--- src/lwx_consts.svh ---
// constants for the latch-write, test and xor execution block
`ifndef LWX_CONSTS_SVH
`define LWX_CONSTS_SVH

`define LWX_OP_TLW_HI    6'h29
`define LWX_OP_TSZ       8'h33
`define LWX_OP_XIM       8'hb4
`define LWX_OP_XFL_HI    7'h06
`define LWX_TSEL_BIT     9
`define LWX_DEST_BIT     8
`define LWX_Q_LAST       2'h3
`define LWX_LATCH_RST    16'h0000
`define LWX_WORK_RST     8'h00

`endif

--- src/lwx_pkg.sv ---
// types for the latch-write, test and xor execution block
`default_nettype none

package lwx_pkg;

	typedef enum logic [2:0] {
		OP_NONE,
		OP_LATCH_LOAD,
		OP_TEST_SKIP,
		OP_XOR_IMM,
		OP_XOR_FILE
	} lwx_op_t;

	typedef struct packed {
		logic       wrEn;
		logic [7:0] addr;
		logic [7:0] data;
	} lwx_file_wr_t;

endpackage

`default_nettype wire

--- src/lwx_phase_gen.sv ---
// four-phase instruction cycle generator
`timescale 1ns/1ps
`default_nettype none
`include "lwx_consts.svh"

module lwx_phase_gen (
	// clock and reset
	input  wire logic       sys_clk,
	input  wire logic       srst,
	// phase outputs
	output var  logic [1:0] phase,
	output var  logic       cycleEnd
);

	logic [1:0] phase_r;
	logic [1:0] phase_nxt;

	always_comb begin
		phase_nxt = phase_r + 2'h1;
	end

	always_ff @(posedge sys_clk) begin
		if (srst) begin
			phase_r <= 2'h0;
		end else begin
			phase_r <= phase_nxt;
		end
	end

	assign phase    = phase_r;
	assign cycleEnd = (phase_r == `LWX_Q_LAST);

endmodule // lwx_phase_gen

`default_nettype wire

--- src/lwx_exec.sv ---
// execution of table latch load, test-skip and two xor instructions
//
// Behaviour
// (RULE1) The latch-load opcode 1010 01tx copies the file register into the high byte when t is 1, else the low byte.
// (RULE2) The loaded latch byte is the data a later program-memory write instruction transfers.
// (RULE3) The latch load keeps the other byte and every flag unchanged and takes one cycle.
// (RULE4) The test-skip instruction is decoded from upper byte 0011 0011 with the file address below.
// (RULE5) A zero file register makes test-skip discard the fetched next instruction, running a no-op, flags unchanged.
// (RULE6) The xor-immediate instruction xors the working register with the literal into the working register in one cycle.
// (RULE7) The xor-immediate instruction is decoded from upper byte 1011 0100 with the literal below.
// (RULE8) The xor-file instruction 0000 110d xors working register and file, result to the working register when d is 0.
// (RULE9) With d set the xor-file result goes back to the file register and the working register stays.
// (RULE10) Both xors set the zero flag on a zero result and clear it otherwise, touching no other flag.
// (RULE11) The sixteen-bit table latch is the word the program-memory write stores at the table pointer.
`timescale 1ns/1ps
`default_nettype none
`include "lwx_consts.svh"

module lwx_exec (
	// clock and reset
	input  wire logic                  sys_clk,
	input  wire logic                  srst,
	// instruction in, held for one instruction cycle
	input  wire logic                  instrValid,
	input  wire logic [15:0]           instr,
	// file register read data for instr[7:0]
	input  wire logic [7:0]            fileRdData,
	// file register write back
	output var  lwx_pkg::lwx_file_wr_t fileWr,
	// core state
	output var  logic [7:0]            workingRegister,
	output var  logic                  zeroFlag,
	output var  logic [15:0]           tableLatch,
	output var  logic                  skipNext,
	output var  logic                  cycleEnd,
	output var  logic                  instrDone
);

	// ---------------------------------------------
	// phase generator
	// ---------------------------------------------
	logic qEnd;

	lwx_phase_gen u_phase (
		.sys_clk  (sys_clk),
		.srst     (srst),
		.phase    (),
		.cycleEnd (qEnd)
	);

	// ---------------------------------------------
	// state registers
	// ---------------------------------------------
	logic [7:0]            workReg_r, workReg_nxt;
	logic                  zero_r,    zero_nxt;
	logic [15:0]           latch_r,   latch_nxt;
	logic                  skip_r,    skip_nxt;
	lwx_pkg::lwx_file_wr_t fwr_r,     fwr_nxt;
	logic                  end_r,     end_nxt;
	logic                  done_r,    done_nxt;

	// ---------------------------------------------
	// decode
	// ---------------------------------------------
	lwx_pkg::lwx_op_t op;
	logic             commit;
	logic [7:0]       xorRes;

	always_comb begin
		op = lwx_pkg::OP_NONE;
		if (!instrValid) begin
			op = lwx_pkg::OP_NONE;
		// (RULE5) discard the prefetched word
		end else if (skip_r) begin
			op = lwx_pkg::OP_NONE;
		// (RULE1) latch load decode
		end else if (instr[15:10] == `LWX_OP_TLW_HI) begin
			op = lwx_pkg::OP_LATCH_LOAD;
		// (RULE4) test skip decode
		end else if (instr[15:8] == `LWX_OP_TSZ) begin
			op = lwx_pkg::OP_TEST_SKIP;
		// (RULE7) xor immediate decode
		end else if (instr[15:8] == `LWX_OP_XIM) begin
			op = lwx_pkg::OP_XOR_IMM;
		// (RULE8) xor file decode
		end else if (instr[15:9] == `LWX_OP_XFL_HI) begin
			op = lwx_pkg::OP_XOR_FILE;
		end
	end

	// ---------------------------------------------
	// operand select and commit
	// ---------------------------------------------
	always_comb begin
		commit = qEnd && (op != lwx_pkg::OP_NONE);
		xorRes = workReg_r ^ ((op == lwx_pkg::OP_XOR_IMM) ? instr[7:0] : fileRdData);
	end

	// ---------------------------------------------
	// working register and zero flag
	// ---------------------------------------------
	always_comb begin
		workReg_nxt = workReg_r;
		zero_nxt    = zero_r;
		if (commit) begin
			case (op)
				// (RULE6) (RULE10) xor immediate result
				lwx_pkg::OP_XOR_IMM: begin
					workReg_nxt = xorRes;
					zero_nxt    = (xorRes == 8'h00);
				end
				// (RULE8) (RULE9) (RULE10) xor file result
				lwx_pkg::OP_XOR_FILE: begin
					zero_nxt = (xorRes == 8'h00);
					if (!instr[`LWX_DEST_BIT]) begin
						workReg_nxt = xorRes;
					end
				end
				// (RULE3) (RULE5) flags left alone
				default: begin
				end
			endcase
		end
	end

	always_ff @(posedge sys_clk) begin
		if (srst) begin
			workReg_r <= `LWX_WORK_RST;
			zero_r    <= 1'b0;
		end else begin
			workReg_r <= workReg_nxt;
			zero_r    <= zero_nxt;
		end
	end

	// ---------------------------------------------
	// table latch
	// ---------------------------------------------
	always_comb begin
		latch_nxt = latch_r;
		// (RULE1) (RULE3) load one latch byte
		if (commit && (op == lwx_pkg::OP_LATCH_LOAD)) begin
			// (RULE2) (RULE11) latch feeds table write
			if (instr[`LWX_TSEL_BIT]) begin
				latch_nxt[15:8] = fileRdData;
			end else begin
				latch_nxt[7:0] = fileRdData;
			end
		end
	end

	always_ff @(posedge sys_clk) begin
		if (srst) begin
			latch_r <= `LWX_LATCH_RST;
		end else begin
			latch_r <= latch_nxt;
		end
	end

	// ---------------------------------------------
	// skip request
	// ---------------------------------------------
	always_comb begin
		skip_nxt = skip_r;
		// (RULE4) (RULE5) skip on zero file
		if (qEnd) begin
			skip_nxt = commit && (op == lwx_pkg::OP_TEST_SKIP) && (fileRdData == 8'h00);
		end
	end

	always_ff @(posedge sys_clk) begin
		if (srst) begin
			skip_r <= 1'b0;
		end else begin
			skip_r <= skip_nxt;
		end
	end

	// ---------------------------------------------
	// file write back
	// ---------------------------------------------
	always_comb begin
		fwr_nxt = '0;
		// (RULE9) result back to file
		if (commit && (op == lwx_pkg::OP_XOR_FILE) && instr[`LWX_DEST_BIT]) begin
			fwr_nxt.wrEn = 1'b1;
			fwr_nxt.addr = instr[7:0];
			fwr_nxt.data = xorRes;
		end
	end

	always_ff @(posedge sys_clk) begin
		if (srst) begin
			fwr_r <= '0;
		end else begin
			fwr_r <= fwr_nxt;
		end
	end

	// ---------------------------------------------
	// cycle strobes
	// ---------------------------------------------
	always_comb begin
		end_nxt  = qEnd;
		done_nxt = commit;
	end

	always_ff @(posedge sys_clk) begin
		if (srst) begin
			end_r  <= 1'b0;
			done_r <= 1'b0;
		end else begin
			end_r  <= end_nxt;
			done_r <= done_nxt;
		end
	end

	// ---------------------------------------------
	// outputs
	// ---------------------------------------------
	assign workingRegister = workReg_r;
	assign zeroFlag        = zero_r;
	assign tableLatch      = latch_r;
	assign skipNext        = skip_r;
	assign fileWr          = fwr_r;
	assign cycleEnd        = end_r;
	assign instrDone       = done_r;

endmodule // lwx_exec

`default_nettype wire

--- config.mk ---
export PLATFORM = sky130hd
export DESIGN_NAME = lwx_exec
export DESIGN_NICKNAME = d
export VERILOG_FILES = /design/src/lwx_pkg.sv /design/src/lwx_phase_gen.sv /design/src/lwx_exec.sv
export VERILOG_INCLUDE_DIRS = /design/src
export SDC_FILE = /design/constraint.sdc
export NUM_CORES = 1
export LEC_CHECK = 0
export BUFFER_PORTS_ARGS = -buffer_cell sky130_fd_sc_hd__buf_2
export CAP_MARGIN = 15
export CORE_MARGIN = 1.5
export CORE_UTILIZATION = 54
export DETAILED_ROUTE_END_ITERATION = 6
export PLACE_DENSITY = 0.84
export SETUP_SLACK_MARGIN = 0.15
export SLEW_MARGIN = 30
export SYNTH_ARGS = -nofsm -noshare
export SYNTH_HDL_FRONTEND = slang
export SYNTH_HIERARCHICAL = 1
export SYNTH_SLANG_ARGS = --single-unit
--- constraint.sdc ---
create_clock -name sys_clk -period 3 [get_ports sys_clk]
set_input_delay 0 -clock sys_clk [delete_from_list [all_inputs] [get_ports sys_clk]]
set_output_delay 0 -clock sys_clk [all_outputs]
set_load 0.005 [all_outputs]
# Yosys cells after proc, flatten, opt, wreduce, memory -nomap -nowiden
# Index checks and enable logic that the tools add are counted.
# word_totals
input_bits	27
elab_cells	51
reg_bits	47
# op_classes
mux	10
n_addsub	1
reduce_logical	16
n_eq_ne	10
n_bitwise	3
# op_table
operator	n
two-way mux 3 bit	6
two-way mux 17 bit	1
zero test 8 bit	2
two-way mux 8 bit	2
one-hot mux 8 bit (2 select lines)	1
equality test 8 x 6 -> 1 bit, second input constant	1
equality test 8 bit, second input constant	1
XOR 8 bit	1
equality test 7 x 3 -> 1 bit, second input constant	1
equality test 3 x 2 -> 1 bit, second input constant	2
equality test 6 bit, second input constant	1
logical AND 1 bit	6
AND reduction 2 bit	3
OR reduction 2 bit	2
equality test 3 x 1 -> 1 bit, second input constant	1
equality test 3 bit, second input constant	1
AND reduction 3 bit	1
nonzero test 3 bit	1
adder 2 x 1 -> 2 bit, second input constant	1
equality test 2 bit, second input constant	1
inequality test 2 bit, second input constant	1
NOT 1 bit	2
nonzero test 2 bit	1

# Logic depth before layout (Yosys ltp)
# logic_depth
ltp_word	13
depth_mapped	8

# Modules after synthesis
# Netlist, hierarchy kept.
# by_module_without_submodules
module	instances	cells_per_inst	area_per_inst_um2
lwx_exec	1	243	2163.3
lwx_phase_gen	1	5	62.6

# Worst setup path after synthesis
# Ideal clock, no wire load.
# synth_timing
path_kind	register to register
startpoint	register skip_r, in the netlist skipNext
endpoint	register workReg_r[3], in the netlist workingRegister[3]
t_required_ns	2.929
slack_ns	1.183
setup_time_ns	0.071
t_arrival_ns	1.746
period_less_slack_ns	1.817
n_path_buf	3
path_stages_with_launch	9
path_cell_list	dfxtp_1 > nand4bb_1 > clkbuf_1 > nor3_1 > buf_4 > o211ai_4 > buf_6 > or3_1 > a21oi_1
# synth_between
elab_chain_cells	7
# synth_rtl
item	line_no	text
start: declaration	lwx_exec.sv:57	logic skip_r, skip_nxt;
start signal: assignment	lwx_exec.sv:175	skip_r <= skip_nxt;
two-way mux 3 bit *	lwx_exec.sv:74	end else if (skip_r) begin
two-way mux 3 bit *	lwx_exec.sv:71	if (!instrValid) begin
equality test 3 x 2 -> 1 bit	lwx_exec.sv:96, lwx_exec.sv:106	
two-way mux 8 bit	lwx_exec.sv:96	xorRes = workReg_r ^ ((op == lwx_pkg::OP_XOR_IMM) ? instr[7:0] : fileRdData);
XOR 8 bit	lwx_exec.sv:96	
two-way mux 8 bit	lwx_exec.sv:115	if (!instr[`LWX_DEST_BIT]) begin
one-hot mux 8 bit (2 select lines)	lwx_exec.sv:106	case (op)
end signal: assignment	lwx_exec.sv:128	workReg_r <= `LWX_WORK_RST;
end signal: assignment	lwx_exec.sv:131	workReg_r <= workReg_nxt;
end: declaration	lwx_exec.sv:54	logic [7:0] workReg_r, workReg_nxt;
# Every way passes the cells marked *; elsewhere a longest branch is shown, timed or not. The select of a mux whose other input is x is not followed.
# A chain may end at the register's enable or synchronous reset.

# Worst setup path in the final report
# layout_timing
startpoint	register skip_r, in the netlist skipNext
endpoint	register workReg_r[2], in the netlist workingRegister[2]
# Same word-level chain as after synthesis.

==> impl_results.md <==
* Unrepaired setup endpoints after global routing: false
* CTS tree: built
* Final nets at 356
* Setup Buffers After CTS at 0
* Final-layout fill cell count at 335
* Ports at 72
* Critical Path RT at 3.24 ns
* Root Driver: clkbuf_8
* WP data arrival at 2.42 ns
* Core area at 3971 sq um
* Initial DRC count at 159
* Skew final at 0.004275 ns
* Max cap viols at 0
* Synth area leaders: dfxtp_1 42%, nand2b_1 9.6%, mux2i_1 7.2%
* Crit end category: flip-flop
* Clk_lat worst skew at 0.31 ns
* Most used flip-flop cell after synthesis: dfxtp_1
* Pre-Repair DR Iteration Count at 4
* H-tree Lvls at 2
* Slew HR at 43.63%
* Worst slew pin tran at ~0.84 ns
* Most frequent cells in the layout: 71 x buf_2, 47 x dfxtp_1, 34 x nand2b_1
* GRT Total Usage at 27.50%
* Hold Crit Class: input port to flip-flop
* Port bufs at 71
* Placer Congestion at roughly 0.79
* Final hold viol count at 0
* Clk slew on worst S/H paths at ~0.08 ns
* Clock Sinks at 47
* Via count at ~2,200
* Detailed placement HPWL at 4098 um
* Hold slack at 0.007190 ns
* Mapped Nets at 276
* Die H at 67.20 um
* CP Max Fanout at 16
* Die Footprint at 4516 sq um
* Worst setup SP type: flip-flop
* Synth unique cells at 33
* WL/cell at roughly 16 um
* Async set-reset flop share out of synthesis at 0%
* VDD IR max at roughly 0.00035 V
* Initial Utilization at 56.05%
* P per Cell Area at ~410 nW/um^2
* Tmin final at ~2.2 ns
* Dpl cell area at approximately 2600 sq um
* Fraction of layout cells with a size suffix above 1 at 26.75%
* PostCTS Resize Cnt at 0
* # hold bufs at CTS at 9
* Total length of routed wires at 5977 um
* Drt drc at 0
* Design Area, Final at 2819 sq um
* Net load switching power at 266.1 uW
* Pleak at 1.245 nW
* Bufs on Longest Clock Path at 2
* Clock Power Share at between 30 and 40%
* Synthesized area at 2226 sq um
* Synth area leader: dfxtp_1
* Final setup TNS at 0 ns
* Floorplan row count at 23
* Post-synthesis cell count at 248
* Gate power share at 9.3%
* Net Sw Frac at 23.20%
* Final period utilization at 72.72%
* Largest net degree at the start of global routing at 31
* Flop pwr share at 54.7%
* Via-to-Cell Ratio at 5.852
* Register area share after synthesis at 42.27%
* Fin worst setup slack at between 0.8 and 0.9 ns
* Die width at 67.20 um
* Type of the worst setup path: flip-flop to flip-flop
* Fmax at 458.4 MHz
* Layout area overhead at 26.64%
* Status: finished clean
* Post-synth top area share at 42.27%
* Pins over their slew limit at 0
* Initial antenna violation count at 0
* Global-route congestion overflow total at 0
* Pre-CTS setup slack at 0.9121 ns
* Number of global-route vias before repair at around 2,000
* First-pass GRT wire length at 9149 um
* Number of diodes at 0
* Mapped Avg Cell Area at about 9 sq um
* Syn. warnings at 6
* Most common cell after layout, fill and taps aside: buf_2
* CTS Buf Count at 5
* Post-synth EDFFs at 0
* Reg-to-reg slack, setup at 0.82 ns
* Antenna viol nets, final at 0
* Setup violators final at 0
* Post-synthesis register bit count at 47
* Internal Power at 880.7 uW
* Final Core Density at 70.98%
==> stage by stage <==
stage	total power, mW	instances
2_1_floorplan	0.6874	248
3_3_place_gp	0.7330	362
3_5_place_dp	0.7349	362
4_1_cts	1.152	379
5_1_grt	1.185	379
6_report	1.147	379
==> logic make-up (layout without fill, tap and decap cells) <==
kind of cell | count (synthesis) | count (layout) | synth area share (%)
adders and majority gates | 1 | 1 | 0.5620
DFF | 47 | 47 | 42.27
buffers and inverters | 17 | 98 | 3.598
muxes | 16 | 16 | 7.195
and+or+nand+nor | 109 | 109 | 29.06
AOI/OAI and AO/OA | 58 | 58 | 17.31
==> registers in the layout (all words and copies together) (netlist names) <==
signal,count
workingRegister,8
skipNext,1
tableLatch,16
instrDone,1
fileWr,17
zeroFlag,1
u_phase/phase,2
cycleEnd,1
==> critical path, stage by stage (launching register included) <==
cell       delay (ns)
dfxtp_1          0.34
nand4bb_1        0.30
nor3_2           0.48
buf_4            0.27
o211ai_4         0.17
or3_1            0.39
a21oi_1          0.16
==> power groups by stage <==
stage                     combinational [mW]  clock [mW]  sequential (mW)
after floorplan                       0.0456           0            0.642
after CTS                              0.104       0.422            0.627
after global routing                   0.114       0.443            0.627
after detailed placement              0.0931           0            0.642
final                                  0.106       0.413            0.627
after global placement                0.0911           0            0.642
==> cells in the mapped netlist, types with 2 or more instances <==
cell / count
dfxtp_1: 47
nand2b_1: 34
nor2_1: 27
a21oi_1: 18
o21ai_0: 17
mux2i_1: 16
or3_1: 10
a32oi_1: 9
nand3_1: 9
a2111oi_0: 8
and2_1: 8
clkbuf_1: 7
nor4bb_1: 5
buf_2: 4
inv_1: 4
nor3_1: 4
nor2b_1: 3
nand4_1: 2
nand4bb_1: 2
==> path summary, 6_finish.rpt <==
check | cells past startpoint | start | endpoint
max | 6 | skipNext$_SDFFE_PP0P_ | workingRegister[2]$_SDFFE_PP0P_
min | 3 | fileRdData[5] | tableLatch[5]$_SDFFE_PP0P_
max reg2reg | 6 | skipNext$_SDFFE_PP0P_ | workingRegister[2]$_SDFFE_PP0P_
min reg2reg | 1 | u_phase/phase[0]$_SDFF_PP0_ | u_phase/phase[0]$_SDFF_PP0_
==> layer usage <==
metal / vias up / part of all wire (%) / GRT usage [%]
met5: - / 0 / 0
met4: 0 / 2.2 / 12.50
met3: 18 / 7.7 / 7.667
met2: 104 / 50 / 47.90
met1: 1042 / 40 / 31.15
li1: 1054 / - / -
==> layout make-up <==
| cell class | count | area (sq um) | share of cell area, % |
|---|---|---|---|
| Sequential cell | 47 | 940.9 | 33.38 |
| Tap cell | 50 | 62.56 | 2.219 |
| Timing Repair Buffer | 86 | 490.5 | 17.40 |
| Clock buffer | 8 | 100.1 | 3.551 |
| Inverter | 4 | 15.01 | 0.5326 |
| Multi-Input combinational cell | 184 | 1210 | 42.92 |
Power figures use the tool's default switching activity.
